==> config.mk <==
export PLATFORM = sky130hd
export DESIGN_NAME = rmc_ref_monitor_cfg
export DESIGN_NICKNAME = d
export VERILOG_FILES = /design/src/shared/rmc_pkg.sv /design/src/shared/rmc_reg_if.sv /design/src/core/rmc_ref_monitor_cfg.sv /design/src/core/rmc_reg_bank.sv
export SDC_FILE = /design/constraint.sdc
export NUM_CORES = 1
export LEC_CHECK = 0
export ABC_AREA = 1
export BUFFER_PORTS_ARGS = -buffer_cell sky130_fd_sc_hd__buf_2
export CORE_UTILIZATION = 45
export CTS_CLUSTER_DIAMETER = 50
export CTS_CLUSTER_SIZE = 20
export DETAILED_ROUTE_END_ITERATION = 16
export MAX_ROUTING_LAYER = met4
export PLACE_DENSITY_LB_ADDON = 0.05
export SLEW_MARGIN = 20
export SYNTH_ARGS = -nofsm -noshare
export SYNTH_HDL_FRONTEND = slang
export SYNTH_SLANG_ARGS = --single-unit
export TNS_END_PERCENT = 10
==> constraint.sdc <==
create_clock -name clk_sys -period 10.4 [get_ports clk_sys]
set_input_delay 3.12 -clock clk_sys [delete_from_list [all_inputs] [get_ports clk_sys]]
set_output_delay 3.12 -clock clk_sys [all_outputs]
set_load 0.01 [all_outputs]
==> src/shared/rmc_pkg.sv <==
// Constants, field layouts and types for the profile A reference monitor
// configuration bank. Assumes byte-wide registers behind a serial port.
`default_nettype none

package rmc_pkg;

   localparam int REG_W = 8;
   localparam int ADDR_W = 7;
   localparam int NUM_SLOTS = 13;

   // Register offsets on the serial port
   localparam logic [ADDR_W-1:0] OFS_PAGE = 7'h64;
   localparam logic [ADDR_W-1:0] OFS_MODE = 7'h65;
   localparam logic [ADDR_W-1:0] OFS_MULT_LO = 7'h67;
   localparam logic [ADDR_W-1:0] OFS_MULT_HI = 7'h68;
   localparam logic [ADDR_W-1:0] OFS_SCM_LO = 7'h69;
   localparam logic [ADDR_W-1:0] OFS_SCM_HI = 7'h6a;
   localparam logic [ADDR_W-1:0] OFS_CFM_LO_L = 7'h6b;
   localparam logic [ADDR_W-1:0] OFS_CFM_LO_H = 7'h6c;
   localparam logic [ADDR_W-1:0] OFS_CFM_HI_L = 7'h6d;
   localparam logic [ADDR_W-1:0] OFS_CFM_HI_H = 7'h6e;
   localparam logic [ADDR_W-1:0] OFS_CYCLE = 7'h6f;
   localparam logic [ADDR_W-1:0] OFS_PRESC = 7'h70;

   // Slot index is offset minus the page register offset
   localparam logic [3:0] IDX_PAGE = 4'h0;
   localparam logic [3:0] IDX_MODE = 4'h1;
   localparam logic [3:0] IDX_MULT_LO = 4'h3;
   localparam logic [3:0] IDX_MULT_HI = 4'h4;
   localparam logic [3:0] IDX_SCM_LO = 4'h5;
   localparam logic [3:0] IDX_SCM_HI = 4'h6;
   localparam logic [3:0] IDX_CFM_LO_L = 4'h7;
   localparam logic [3:0] IDX_CFM_LO_H = 4'h8;
   localparam logic [3:0] IDX_CFM_HI_L = 4'h9;
   localparam logic [3:0] IDX_CFM_HI_H = 4'ha;
   localparam logic [3:0] IDX_CYCLE = 4'hb;
   localparam logic [3:0] IDX_PRESC = 4'hc;

   // Writable bits per slot, slot 12 leftmost; slot 2 is a hole
   localparam logic [NUM_SLOTS-1:0][REG_W-1:0] WR_MASK = {
      8'h01, 8'hff, 8'hff, 8'hff, 8'hff, 8'hff, 8'hff,
      8'hff, 8'h3f, 8'hff, 8'h00, 8'h3f, 8'hff};
   localparam logic [REG_W-1:0] REG_RESET = 8'h00;

   // Field positions
   localparam int MODE_LSB = 4;
   localparam int MODE_MSB = 5;
   localparam int MULT_HI_W = 6;
   localparam int MULT_W = 14;
   localparam int PRESC_BIT = 0;
   localparam int PRESC_SHIFT = 2;
   localparam int FREQ_UNIT_SHIFT = 3;
   localparam int CYCLES_W = 9;
   localparam int WINDOW_W = CYCLES_W + PRESC_SHIFT;
   localparam int KHZ_W = MULT_W + FREQ_UNIT_SHIFT;
   localparam logic [CYCLES_W-1:0] CYCLES_RESET = 9'h001;
   localparam logic [WINDOW_W-1:0] WINDOW_RESET = 11'h001;

   localparam logic [REG_W-1:0] PAGE_GENERAL = 8'h00;
   localparam logic [REG_W-1:0] PAGE_FREERUN = 8'h01;

   typedef enum logic [1:0] {
      RMC_FREQ_AUTO = 2'h0,
      RMC_FREQ_PROFILE_A = 2'h1,
      RMC_FREQ_PROFILE_B = 2'h2,
      RMC_FREQ_RESERVED = 2'h3
   } rmc_freq_mode_t;

   // Serial port framing
   localparam int SPI_RD_BIT = 7;
   localparam logic [2:0] SPI_LAST_BIT = 3'h7;
   localparam logic [2:0] PIN_IDLE = 3'h2;

   typedef enum logic [1:0] {
      RMC_SPI_IDLE = 2'b00,
      RMC_SPI_ADDR = 2'b01,
      RMC_SPI_DATA = 2'b11
   } rmc_spi_state_t;

endpackage

`default_nettype wire

==> src/shared/rmc_reg_if.sv <==
// Carrier between the serial port engine and the register bank.
// Assumes one clock; the bank answers reads combinationally.
`default_nettype none

interface rmc_reg_if;
   import rmc_pkg::*;
   logic wr_en;
   logic [ADDR_W-1:0] addr;
   logic [REG_W-1:0] wdata;
   logic [REG_W-1:0] rdata;
   logic hit;
   logic [NUM_SLOTS-1:0][REG_W-1:0] image;

   modport port (output wr_en, output addr, output wdata,
                 input rdata, input hit, input image);
   modport bank (input wr_en, input addr, input wdata,
                 output rdata, output hit, output image);
endinterface

`default_nettype wire

==> src/core/rmc_ref_monitor_cfg.sv <==
// Top of the profile A reference monitor configuration bank: serial
// configuration port, register bank and the settings fed to the monitors.
// Assumes serial clock well below an eighth of clk_sys.
//
// Functional notes
// - Third input mode: 0 auto, 1 profile A, 2 profile B; 3 is refused.
// - Page select register; page 00 general registers, 01 free-run offsets.
// - Profile A multiplier is 14 bits in 8 kHz units, split low/high.
// - Eight-bit single-cycle monitor lower limit for profile A.
// - Eight-bit single-cycle monitor upper limit for profile A.
// - Sixteen-bit coarse monitor lower limit, low byte at lower address.
// - Sixteen-bit coarse monitor upper limit, low byte at lower address.
// - Cycle count programmed minus one; monitor uses stored value plus one.
// - Prescale bit set divides reference by four, lengthening the window.
`default_nettype none

module rmc_ref_monitor_cfg (
   input wire logic clk_sys,
   input wire logic reset,
   input wire logic spi_sclk,
   input wire logic spi_cs_n,
   input wire logic spi_mosi,
   output logic spi_miso,
   output logic spi_miso_oe_n,
   output logic [rmc_pkg::REG_W-1:0] page_select,
   output logic extended_page_active,
   output rmc_pkg::rmc_freq_mode_t third_input_freq_mode,
   output logic third_input_profile_a,
   output logic [rmc_pkg::MULT_W-1:0] profile_a_multiplier,
   output logic [rmc_pkg::KHZ_W-1:0] profile_a_nominal_khz,
   output logic [rmc_pkg::REG_W-1:0] profile_a_single_cycle_lower_limit,
   output logic [rmc_pkg::REG_W-1:0] profile_a_single_cycle_upper_limit,
   output logic [2*rmc_pkg::REG_W-1:0] profile_a_coarse_lower_limit,
   output logic [2*rmc_pkg::REG_W-1:0] profile_a_coarse_upper_limit,
   output logic [rmc_pkg::CYCLES_W-1:0] profile_a_coarse_cycles,
   output logic profile_a_prescale_enable,
   output logic [rmc_pkg::WINDOW_W-1:0] profile_a_window_cycles
);
   import rmc_pkg::*;

   // Pin synchronisers: three stages, a change counts once 2 and 3 agree
   logic [2:0] pin_raw;
   logic [2:0] s1_q, s2_q, s3_q, pin_q;
   logic [2:0] agree;
   logic sclk_f, cs_active, mosi_f;
   logic sclk_prev_q;
   logic rise, fall;

   assign pin_raw = {spi_sclk, spi_cs_n, spi_mosi};
   assign agree = ~(s2_q ^ s3_q);

   always_ff @(posedge clk_sys or posedge reset) begin
      if (reset) begin
         s1_q <= PIN_IDLE;
         s2_q <= PIN_IDLE;
         s3_q <= PIN_IDLE;
         pin_q <= PIN_IDLE;
         sclk_prev_q <= 1'b0;
      end else begin
         s1_q <= pin_raw;
         s2_q <= s1_q;
         s3_q <= s2_q;
         pin_q <= (pin_q & ~agree) | (s3_q & agree);
         sclk_prev_q <= pin_q[2];
      end
   end

   assign sclk_f = pin_q[2];
   assign cs_active = ~pin_q[1];
   assign mosi_f = pin_q[0];
   assign rise = sclk_f & ~sclk_prev_q;
   assign fall = ~sclk_f & sclk_prev_q;

   // Serial engine: address byte (bit 7 = read), then data bytes in bursts
   rmc_spi_state_t state_q, state_d;
   logic [2:0] bit_q, bit_d;
   logic [6:0] rx_q, rx_d;
   logic [REG_W-1:0] rx_byte;
   logic [ADDR_W-1:0] addr_q, addr_d;
   logic rd_mode_q, rd_mode_d;
   logic wr_q, wr_d;
   logic [REG_W-1:0] wdata_q, wdata_d;
   logic rd_pend_q, rd_pend_d;
   logic [REG_W-1:0] tx_q, tx_d;
   logic miso_q, miso_d;
   logic oe_n_q, oe_n_d;
   logic byte_done;

   rmc_reg_if rif();

   assign rx_byte = {rx_q, mosi_f};
   assign byte_done = rise && (bit_q == SPI_LAST_BIT);

   always_comb begin
      state_d = state_q;
      bit_d = bit_q;
      rx_d = rx_q;
      addr_d = addr_q;
      rd_mode_d = rd_mode_q;
      wr_d = 1'b0;
      wdata_d = wdata_q;
      rd_pend_d = 1'b0;
      tx_d = tx_q;
      miso_d = miso_q;
      oe_n_d = oe_n_q;
      if (!cs_active) begin
         state_d = RMC_SPI_IDLE;
         bit_d = 3'h0;
         oe_n_d = 1'b1;
      end else begin
         if (rise) begin
            rx_d = rx_byte[6:0];
            bit_d = bit_q + 3'h1;
         end
         case (state_q)
            RMC_SPI_IDLE: begin
               state_d = RMC_SPI_ADDR;
               bit_d = 3'h0;
            end
            RMC_SPI_ADDR: begin
               if (byte_done) begin
                  addr_d = rx_byte[ADDR_W-1:0];
                  rd_mode_d = rx_byte[SPI_RD_BIT];
                  rd_pend_d = rx_byte[SPI_RD_BIT];
                  state_d = RMC_SPI_DATA;
               end
            end
            RMC_SPI_DATA: begin
               if (byte_done && rd_mode_q) begin
                  addr_d = addr_q + 7'h01;
                  rd_pend_d = 1'b1;
               end else if (byte_done) begin
                  wr_d = 1'b1;
                  wdata_d = rx_byte;
               end
               if (fall && rd_mode_q) begin
                  miso_d = tx_q[REG_W-1];
                  tx_d = {tx_q[REG_W-2:0], 1'b0};
                  oe_n_d = 1'b0;
               end
            end
            default: begin
               state_d = RMC_SPI_IDLE;
            end
         endcase
         // Address steps after the write has used it
         if (wr_q) begin
            addr_d = addr_q + 7'h01;
         end
         if (rd_pend_q) begin
            tx_d = rif.rdata;
         end
      end
   end

   always_ff @(posedge clk_sys or posedge reset) begin
      if (reset) begin
         state_q <= RMC_SPI_IDLE;
         bit_q <= 3'h0;
         rx_q <= 7'h00;
         addr_q <= 7'h00;
         rd_mode_q <= 1'b0;
         wr_q <= 1'b0;
         wdata_q <= REG_RESET;
         rd_pend_q <= 1'b0;
         tx_q <= REG_RESET;
         miso_q <= 1'b0;
         oe_n_q <= 1'b1;
      end else begin
         state_q <= state_d;
         bit_q <= bit_d;
         rx_q <= rx_d;
         addr_q <= addr_d;
         rd_mode_q <= rd_mode_d;
         wr_q <= wr_d;
         wdata_q <= wdata_d;
         rd_pend_q <= rd_pend_d;
         tx_q <= tx_d;
         miso_q <= miso_d;
         oe_n_q <= oe_n_d;
      end
   end

   assign spi_miso = miso_q;
   assign spi_miso_oe_n = oe_n_q;
   assign rif.wr_en = wr_q;
   assign rif.addr = addr_q;
   assign rif.wdata = wdata_q;

   rmc_reg_bank u_bank (
      .clk_sys(clk_sys),
      .reset(reset),
      .rif(rif)
   );

   // Settings handed to the monitors, one cycle behind the bank
   logic [NUM_SLOTS-1:0][REG_W-1:0] img;
   logic [MULT_W-1:0] mult_c;
   logic [CYCLES_W-1:0] cycles_c;
   logic presc_c;
   rmc_freq_mode_t mode_c;

   assign img = rif.image;
   assign mult_c = {img[IDX_MULT_HI][MULT_HI_W-1:0], img[IDX_MULT_LO]};
   assign cycles_c = {1'b0, img[IDX_CYCLE]} + CYCLES_RESET;
   assign presc_c = img[IDX_PRESC][PRESC_BIT];
   assign mode_c = rmc_freq_mode_t'(img[IDX_MODE][MODE_MSB:MODE_LSB]);

   always_ff @(posedge clk_sys or posedge reset) begin
      if (reset) begin
         page_select <= PAGE_GENERAL;
         extended_page_active <= 1'b0;
         third_input_freq_mode <= RMC_FREQ_AUTO;
         third_input_profile_a <= 1'b0;
         profile_a_multiplier <= '0;
         profile_a_nominal_khz <= '0;
         profile_a_single_cycle_lower_limit <= REG_RESET;
         profile_a_single_cycle_upper_limit <= REG_RESET;
         profile_a_coarse_lower_limit <= '0;
         profile_a_coarse_upper_limit <= '0;
         profile_a_coarse_cycles <= CYCLES_RESET;
         profile_a_prescale_enable <= 1'b0;
         profile_a_window_cycles <= WINDOW_RESET;
      end else begin
         page_select <= img[IDX_PAGE];
         extended_page_active <= img[IDX_PAGE] == PAGE_FREERUN;
         third_input_freq_mode <= mode_c;
         third_input_profile_a <= mode_c == RMC_FREQ_PROFILE_A;
         profile_a_multiplier <= mult_c;
         profile_a_nominal_khz <= {mult_c, 3'h0};
         profile_a_single_cycle_lower_limit <= img[IDX_SCM_LO];
         profile_a_single_cycle_upper_limit <= img[IDX_SCM_HI];
         profile_a_coarse_lower_limit <= {img[IDX_CFM_LO_H], img[IDX_CFM_LO_L]};
         profile_a_coarse_upper_limit <= {img[IDX_CFM_HI_H], img[IDX_CFM_HI_L]};
         profile_a_coarse_cycles <= cycles_c;
         profile_a_prescale_enable <= presc_c;
         // Divided reference needs four times the clock cycles per window
         profile_a_window_cycles <= presc_c ?
            {cycles_c, 2'h0} : {2'h0, cycles_c};
      end
   end
endmodule

`default_nettype wire

==> src/core/rmc_reg_bank.sv <==
// Register storage for the profile A configuration and page select.
// Assumes single-cycle write strobes from the serial port engine.
`default_nettype none

module rmc_reg_bank (
   input wire logic clk_sys,
   input wire logic reset,
   rmc_reg_if.bank rif
);
   import rmc_pkg::*;

   logic [NUM_SLOTS-1:0][REG_W-1:0] regs_q;
   logic [ADDR_W-1:0] rel;
   logic in_range;
   logic [3:0] idx;
   logic mapped;
   logic page_open;
   logic mode_bad;
   logic [REG_W-1:0] merged;
   logic [REG_W-1:0] wr_val;

   assign rel = rif.addr - OFS_PAGE;
   assign in_range = (rif.addr >= OFS_PAGE) && (rif.addr <= OFS_PRESC);
   assign idx = in_range ? rel[3:0] : IDX_PAGE;
   assign mapped = in_range && (WR_MASK[idx] != REG_RESET);
   // Other pages hide everything but the page register itself
   assign page_open = (regs_q[IDX_PAGE] == PAGE_GENERAL) || (rif.addr == OFS_PAGE);
   assign rif.hit = mapped && page_open;
   assign rif.rdata = rif.hit ? regs_q[idx] : REG_RESET;
   assign rif.image = regs_q;

   // A reserved mode code is refused; the field keeps its old value
   assign mode_bad = (idx == IDX_MODE) &&
                     (rif.wdata[MODE_MSB:MODE_LSB] == RMC_FREQ_RESERVED);
   assign merged = {rif.wdata[REG_W-1:MODE_MSB+1], regs_q[IDX_MODE][MODE_MSB:MODE_LSB],
                    rif.wdata[MODE_LSB-1:0]};
   assign wr_val = (mode_bad ? merged : rif.wdata) & WR_MASK[idx];

   for (genvar g = 0; g < NUM_SLOTS; g++) begin : g_slot
      always_ff @(posedge clk_sys or posedge reset) begin
         if (reset) begin
            regs_q[g] <= REG_RESET;
         end else if (rif.wr_en && rif.hit && (idx == 4'(g))) begin
            regs_q[g] <= wr_val;
         end
      end
   end

endmodule

`default_nettype wire

==> flow_summary.json, run 1 <==
{
  "status": "finished, violations left",
  "failing_checks": "design-rule violations",
  "setup_viol_count_final": 0,
  "hold-worst-slack_ps": 353,
  "synth.largest_area_cell": "sky130_fd_sc_hd__dfrtp_1",
  "drt.antenna.violating_nets": 0,
  "cts.reportedPaths.clkPinSlew_ps": 70,
  "dr.pass1.iters": 16,
  "die_height_um": 153,
  "initial_antenna_violation_count": 0,
  "cts_htree_levels": 1,
  "sequential_cell_area_um2": 6310,
  "netlist_area_pre_place_um2": 10200,
  "startpoint": "addr_q[2]$_DFFE_PP0P_",
  "vias": 7392,
  "n_antenna_cell": 0,
  "max-vdd-ir-drop_uv": 158,
  "grt_use_total_pct": 22.9,
  "synth_cell_type_count": 40,
  "regToRegStartpoint": "addr_q[2]$_DFFE_PP0P_",
  "grt_overflow_total": 0,
  "relative_contribution_of_combinational_cells_to_total_power_pct": 2.4,
  "initialDrtViolationCount": 508,
  "cts.path.max_buffers": 3,
  "switching_share_pct": 25.2,
  "number_of_enable_flip_flop_cells_after_synthesis": 0,
  "finalMaxSlewViolations": 0,
  "top_library_cells_by_usage_in_the_layout_fill_and_taps_aside": "sky130_fd_sc_hd__nand2_1, sky130_fd_sc_hd__dfrtp_1, sky130_fd_sc_hd__buf_2",
  "first_global_vias": 6973,
  "yosys_warnings": 0,
  "hold_viol": 0,
  "post_synth_main_area_contributors": "sky130_fd_sc_hd__dfrtp_1, sky130_fd_sc_hd__nand2_1, sky130_fd_sc_hd__nand3_1",
  "seq_area_frac_synth_pct": 61.7,
  "synth_top_cell_area_share_pct": 59.9,
  "core.rowCount": 54,
  "tritoncts.num_buffers": 27,
  "io_buffer_count": 115,
  "ctsRootBufferMaster": "sky130_fd_sc_hd__clkbuf_16",
  "core_um2": 22100,
  "route.detailed.drc": 4,
  "routedLengthMet1_um": 11800,
  "post-cts-setup-buffers": 0,
  "synthCells": 1065,
  "layout.filler_cells": 2055,
  "layout-drive-gt1-share_pct": 18.5,
  "worst_r2r_endpoint": "u_bank.rif.image[61]$_DFFE_PP0P_",
  "critPathLaunchType": "flop",
  "asyncSetResetFlopFracSynth_pct": 100,
  "layout_worst_path_cycle_share_pct": 42.3,
  "gates_resized_cts_repair": 0,
  "timing_worst_slew_pin_value_ps": 1070,
  "worstPathArrival_ps": 4880,
  "wl_per_cell_um": 17.1,
  "kind_of_critical_path": "flop to flop",
  "worst_skew_pair.late_latency_ps": 550,
  "clock_sink_count": 252,
  "p_sw_mw": 0.526,
  "path_max_fanout": 25,
  "die_area_um2": 23400,
  "clkPwrFrac_pct": 49.2,
  "fmaxAchievable_mhz": 227,
  "initial_util_pct": 46.3,
  "ys.flop_type": "sky130_fd_sc_hd__dfrtp_1",
  "post_drt_via_cell_ratio": 5.07,
  "hpwlAfterDp_um": 16800,
  "gp_congestion": 0.918,
  "r2r_setup_slack_ps": 6000,
  "power.internal_mw": 1.56,
  "topRoutingLayerUsed": "met4",
  "wl_um": 24900,
  "clock-skew-final_ps": 14.4,
  "area_delta_synth_final_pct": 16.0,
  "grt_pass1_wl_um": 40400,
  "post_synth.cell_area_avg_um2": 9.61,
  "multi_input_logic_area_um2": 3280,
  "post_cts_hold_buffer_count": 0,
  "worst_hold_path_type": "flop to flop",
  "cp.required_ps": 10880,
  "worst_slew_margin_rel_pct": 28.6,
  "kind_of_end_point_of_the_critical_path": "flop",
  "period_needed_ps": 4400,
  "synth-seq-cells": 252,
  "design.portCount": 119,
  "worst_setup_path_endpoint": "u_bank.rif.image[61]$_DFFE_PP0P_",
  "cellLeakagePower_nw": 6.07,
  "pd_cells_nw_per_um2": 175,
  "fin_tns_setup_ps": 0,
  "grt_max_degree": 136,
  "most_frequent_standard_cell_in_the_layout_excluding_fill_and_tap_cells": "sky130_fd_sc_hd__nand2_1",
  "met2_wirelength_um": 11400,
  "die_width_um": 153,
  "tritoncts": "done",
  "worst_r2r_path_depth": 19,
  "seqPwrFrac_pct": 48.4,
  "routed_length_on_met3_um": 1210,
  "nNetsFinal": 1174,
  "drv_cap": 0,
  "grt_setup_unrepaired": "no"
}
## cell usage after synthesis (7+ instances only)
master / number
sky130_fd_sc_hd__a21oi_1: 21
sky130_fd_sc_hd__buf_2: 20
sky130_fd_sc_hd__buf_4: 19
sky130_fd_sc_hd__clkbuf_1: 19
sky130_fd_sc_hd__dfrtp_1: 245
sky130_fd_sc_hd__dfstp_2: 7
sky130_fd_sc_hd__ha_1: 12
sky130_fd_sc_hd__inv_1: 75
sky130_fd_sc_hd__nand2_1: 322
sky130_fd_sc_hd__nand3_1: 84
sky130_fd_sc_hd__nand3_2: 11
sky130_fd_sc_hd__nand4_1: 23
sky130_fd_sc_hd__nor2_1: 48
sky130_fd_sc_hd__o21ai_0: 57
sky130_fd_sc_hd__o21ai_1: 44
sky130_fd_sc_hd__xor2_1: 8
## power by group through the flow
stage	Sequential (mW)	Combinational, mW	Clock (mW)
after floorplan	1.02	0.0378	0
after global placement	1.03	0.0502	0
after detailed placement	1.03	0.0509	0
after CTS	1.01	0.0519	1.05
after global routing	1.01	0.0595	1.10
final	1.01	0.0495	1.03
## layer usage
metal,vias to the layer above,GRT usage (%)
met5,-,-
met1,3544,32.5
met2,187,34.5
met4,0,6.25
met3,34,3.32
li1,3627,-
## layout make-up
type | count | area share, %
inverters | 81 | 2.62
clock buffers | 27 | 5.69
clock inverters | 23 | 2.62
flip-flops and latches | 252 | 53.2
multi-input cells | 673 | 27.6
well taps | 280 | 2.95
repair buffers | 122 | 5.29
## logic make-up (layout without fill, tap and decap cells)
| family | Yosys count | in the layout | synth area share, % |
|---|---|---|---|
| buf+inv | 142 | 253 | 6.40 |
| flops | 252 | 252 | 61.7 |
| simple gates | 506 | 506 | 21.8 |
| fa+ha+maj | 15 | 15 | 1.76 |
| other cells | 1 | 3 | 0.0366 |
| mux | 2 | 2 | 0.220 |
| compound gates | 139 | 139 | 7.37 |
| xor+xnor | 8 | 8 | 0.684 |
## state kept, by name, indices dropped and copies added, names as in the netlist, 7 cells and up, named ones only
name / cells
u_bank.rif.image: 104
profile_a_coarse_lower_limit: 16
profile_a_coarse_upper_limit: 16
profile_a_nominal_khz: 14
profile_a_window_cycles: 11
profile_a_coarse_cycles: 9
page_select: 8
profile_a_single_cycle_lower_limit: 8
profile_a_single_cycle_upper_limit: 8
rif.wdata: 8
tx_q: 8
addr_q: 7
rx_q: 7
## worst max-delay path, stage by stage (launching register included)
cell,delay (ps)
sky130_fd_sc_hd__dfrtp_1,470
sky130_fd_sc_hd__inv_2,160
sky130_fd_sc_hd__ha_1,220
sky130_fd_sc_hd__nand2_1,70
sky130_fd_sc_hd__nand3_2,530
sky130_fd_sc_hd__nand3_1,290
sky130_fd_sc_hd__buf_4,280
sky130_fd_sc_hd__inv_1,300
sky130_fd_sc_hd__ha_1,360
sky130_fd_sc_hd__inv_1,50
sky130_fd_sc_hd__nand2_1,40
sky130_fd_sc_hd__nand2_1,80
sky130_fd_sc_hd__nand2_1,80
sky130_fd_sc_hd__nand2_2,90
sky130_fd_sc_hd__nand2_4,90
sky130_fd_sc_hd__nor2_8,310
sky130_fd_sc_hd__nand3_1,510
sky130_fd_sc_hd__inv_1,210
sky130_fd_sc_hd__nand2_1,80
sky130_fd_sc_hd__nand2_1,80
## metrics by stage
step	utilization [%]	cells	power, mW	cell area (um2)	worst slack (ps)
floorplan	-	1067	1.06	10200	363
global placement	49.3	1408	1.08	10900	5590
detailed placement	49.3	1408	1.08	10900	5580
CTS	53.7	1458	2.11	11900	6060
global route	53.7	1458	2.16	11900	5700
finish	53.7	1458	2.08	11900	6000
## how the worst min path moves through the flow
stage,startpoint,end,depth (start not counted)
finish,s1_q[2]$_DFF_PP0_,s2_q[2]$_DFF_PP0_,0
global route,s1_q[1]$_DFF_PP1_,s2_q[1]$_DFF_PP1_,0
CTS,s1_q[2]$_DFF_PP0_,s2_q[2]$_DFF_PP0_,0
detailed placement,s1_q[0]$_DFF_PP0_,s2_q[0]$_DFF_PP0_,0
global placement,s1_q[2]$_DFF_PP0_,s2_q[2]$_DFF_PP0_,0
floorplan,s1_q[0]$_DFF_PP0_,s2_q[0]$_DFF_PP0_,0
(Power assumes the default switching activity.)
==> inputs of run 2 (changes only) <==
==> constraint.sdc (replaced) <==
create_clock -name clk_sys -period 4.6 [get_ports clk_sys]
set_input_delay 1.38 -clock clk_sys [delete_from_list [all_inputs] [get_ports clk_sys]]
set_output_delay 1.38 -clock clk_sys [all_outputs]
set_load 0.01 [all_outputs]
==> run 2 against run 1 <==
The run still ends with design-rule violations left. Critical path depth shrank 1. First-iteration DRC count fell by 3.7%. Sequential share of layout area hardly changed. Clock power rose by 120%. Die area did not move. Final area is essentially flat. Largest power group is now sequential cells. Register-to-register slack got worse by 5300 ps. Non-clock buffer count is 4 higher. Via count is 0.35% higher. Global-route usage increased by 0.52 points.
==> flow_summary.json, run 2 (synthesized netlist as in run 1, its figures left out) <==
{
  "status": "finished, violations left",
  "failing_checks": "design-rule violations",
  "tritoncts.num_buffers": 27,
  "design.portCount": 119,
  "post-cts-setup-buffers": 0,
  "largest_reg_flops": 104,
  "initial_util_pct": 46.3,
  "grt_setup_unrepaired": "no",
  "worst_r2r_path_depth": 18,
  "kind_of_critical_path": "flop to flop",
  "path_max_fanout": 25,
  "crit_path_max_incr_delay_ps": 500,
  "clock-skew-final_ps": 22.6,
  "worst_path_max_delay_cell": "sky130_fd_sc_hd__nand3_1",
  "die_area_um2": 23400,
  "worst_skew_pair.late_latency_ps": 540,
  "fmaxAchievable_mhz": 258,
  "final_cell_count_no_fill": 1459,
  "route.detailed.drc": 7,
  "grt_overflow_total": 0,
  "topRoutingLayerUsed": "met4",
  "core.rowCount": 54,
  "wl_um": 25400,
  "routed_length_on_met3_um": 1310,
  "cts.reportedPaths.clkPinSlew_ps": 60,
  "clkPwrFrac_pct": 48.8,
  "met2_wirelength_um": 11300,
  "most_frequent_standard_cell_in_the_layout_excluding_fill_and_tap_cells": "sky130_fd_sc_hd__nand2_1",
  "pd_cells_nw_per_um2": 394,
  "worstPathCellList": "ha_1, inv_1, nor2_1, nand3_1, nand2_4, nand3_2, ha_1, inv_1, nand4_1, nand2_1, nand2_1, nand2_2, nand2_4, nor2_8, nand3_1, inv_1, nand2_1, nand2_1",
  "regToRegStartpoint": "addr_q[2]$_DFFE_PP0P_",
  "layout-drive-gt1-share_pct": 18.2,
  "post_cts_hold_buffer_count": 0,
  "cts_htree_levels": 1,
  "core_um2": 22100,
  "worstPathArrival_ps": 4350,
  "timing_worst_slew_pin_value_ps": 1030,
  "hpwlAfterDp_um": 17600,
  "finalMaxSlewViolations": 0,
  "layout_worst_path_cycle_share_pct": 84.3,
  "area_delta_synth_final_pct": 15.9,
  "gp_congestion": 0.897,
  "p_sw_mw": 1.01,
  "fin_total_pwr_mw": 4.68,
  "grt_max_degree": 92,
  "min-delay-start": "s1_q[2]$_DFF_PP0_",
  "power.internal_mw": 3.67,
  "vias": 7418,
  "drv_cap": 0,
  "ctsRootBufferMaster": "sky130_fd_sc_hd__clkbuf_16",
  "hold-worst-slack_ps": 348,
  "routedLengthMet1_um": 12000,
  "period_needed_ps": 3880,
  "worst_slew_margin_rel_pct": 30.7,
  "worst_hold_path_type": "flop to flop",
  "post_drt_via_cell_ratio": 5.08,
  "grt_use_total_pct": 23.4,
  "layout.filler_cells": 2043,
  "cts.path.max_buffers": 3,
  "dpl_worst_slack_ps": 782,
  "kind_of_end_point_of_the_critical_path": "flop",
  "critPathMostFrequentCell": "sky130_fd_sc_hd__nand2_1",
  "initialDrtViolationCount": 489,
  "setup_viol_count_final": 0,
  "layout_setup_ws_ps": 723,
  "switching_share_pct": 21.6,
  "worst_r2r_endpoint": "u_bank.rif.image[60]$_DFFE_PP0P_",
  "die_height_um": 153,
  "critPathLaunchType": "flop",
  "top_library_cells_by_usage_in_the_layout_fill_and_taps_aside": "sky130_fd_sc_hd__nand2_1, sky130_fd_sc_hd__dfrtp_1, sky130_fd_sc_hd__buf_2",
  "fin_tns_setup_ps": 0,
  "clock_sink_count": 252,
  "dr.pass1.iters": 14,
  "max-vdd-ir-drop_uv": 331,
  "n_antenna_cell": 0,
  "initial_antenna_violation_count": 0,
  "wl_per_cell_um": 17.4,
  "cellLeakagePower_nw": 6.08,
  "hold_viol": 0,
  "nNetsFinal": 1178,
  "place_inst": 1412,
  "relative_contribution_of_combinational_cells_to_total_power_pct": 2.4,
  "drt.antenna.violating_nets": 0,
  "r2r_setup_slack_ps": 720,
  "timing.hold.worst_endpoint": "s2_q[2]$_DFF_PP0_",
  "postPlaceCellArea_um2": 10900,
  "cp.required_ps": 5080,
  "final_cell_area_um2": 11900,
  "die_width_um": 153,
  "holdPathStages": 0,
  "tritoncts": "done",
  "gates_resized_cts_repair": 0,
  "core_occupancy_in_the_finished_layout_pct": 53.7,
  "grt_pass1_wl_um": 41300,
  "seqPwrFrac_pct": 48.8,
  "io_buffer_count": 115,
  "first_global_vias": 7228
}
run 2: cell types whose count changed in the layout (fill, tap and decap cells not counted), sizes merged:
cell and delta:
clkbuf +5, bufinv +4, buf +4, inv -12
run 2: worst max-delay path by stage:
| stage | start | to | slack, ps |
|---|---|---|---|
| final | addr_q[2]$_DFFE_PP0P_ | u_bank.rif.image[60]$_DFFE_PP0P_ | 720 |
| after global routing | addr_q[3]$_DFFE_PP0P_ | u_bank.rif.image[59]$_DFFE_PP0P_ | 230 |
| after CTS | addr_q[2]$_DFFE_PP0P_ | u_bank.rif.image[60]$_DFFE_PP0P_ | 750 |
| after detailed placement | addr_q[3]$_DFFE_PP0P_ | u_bank.rif.image[57]$_DFFE_PP0P_ | 780 |
| after global placement | addr_q[3]$_DFFE_PP0P_ | u_bank.rif.image[61]$_DFFE_PP0P_ | 880 |
| after floorplan | reset | asynchronous set/reset pin | -90 |
run 2: per-layer routing:
layer  vias up  GRT usage (%)
met5         -              -
li1       3624              -
met2       204           35.1
met3        62           3.29
met4         0           7.79
met1      3528           32.9
run 2: critical path, delay by kind of cell, from the launching register on:
kind / cells / cell delay (ps)
adders and majority gates: 2 / 670
buffers and inverters: 3 / 340
DFF: 1 / 460
and+or+nand+nor: 13 / 2310
run 2: layout make-up:
cell class / count / area, um2 / share of cell area (%)
clock inverters: 15 / 225 / 1.90
repair buffers: 126 / 683 / 5.76
flip-flops and latches: 252 / 6310 / 53.2
well taps: 280 / 350 / 2.95
multi-input cells: 673 / 3280 / 27.6
inverters: 81 / 308 / 2.59
clock buffers: 32 / 704 / 5.94
run 2: power by group through the flow:
stage | Sequential [mW] | Clock [mW] | Combinational [mW]
floorplan | 2.31 | 0 | 0.0858
global placement | 2.32 | 0 | 0.115
global route | 2.28 | 2.41 | 0.136
CTS | 2.28 | 2.33 | 0.116
finish | 2.28 | 2.28 | 0.111
detailed placement | 2.32 | 0 | 0.116
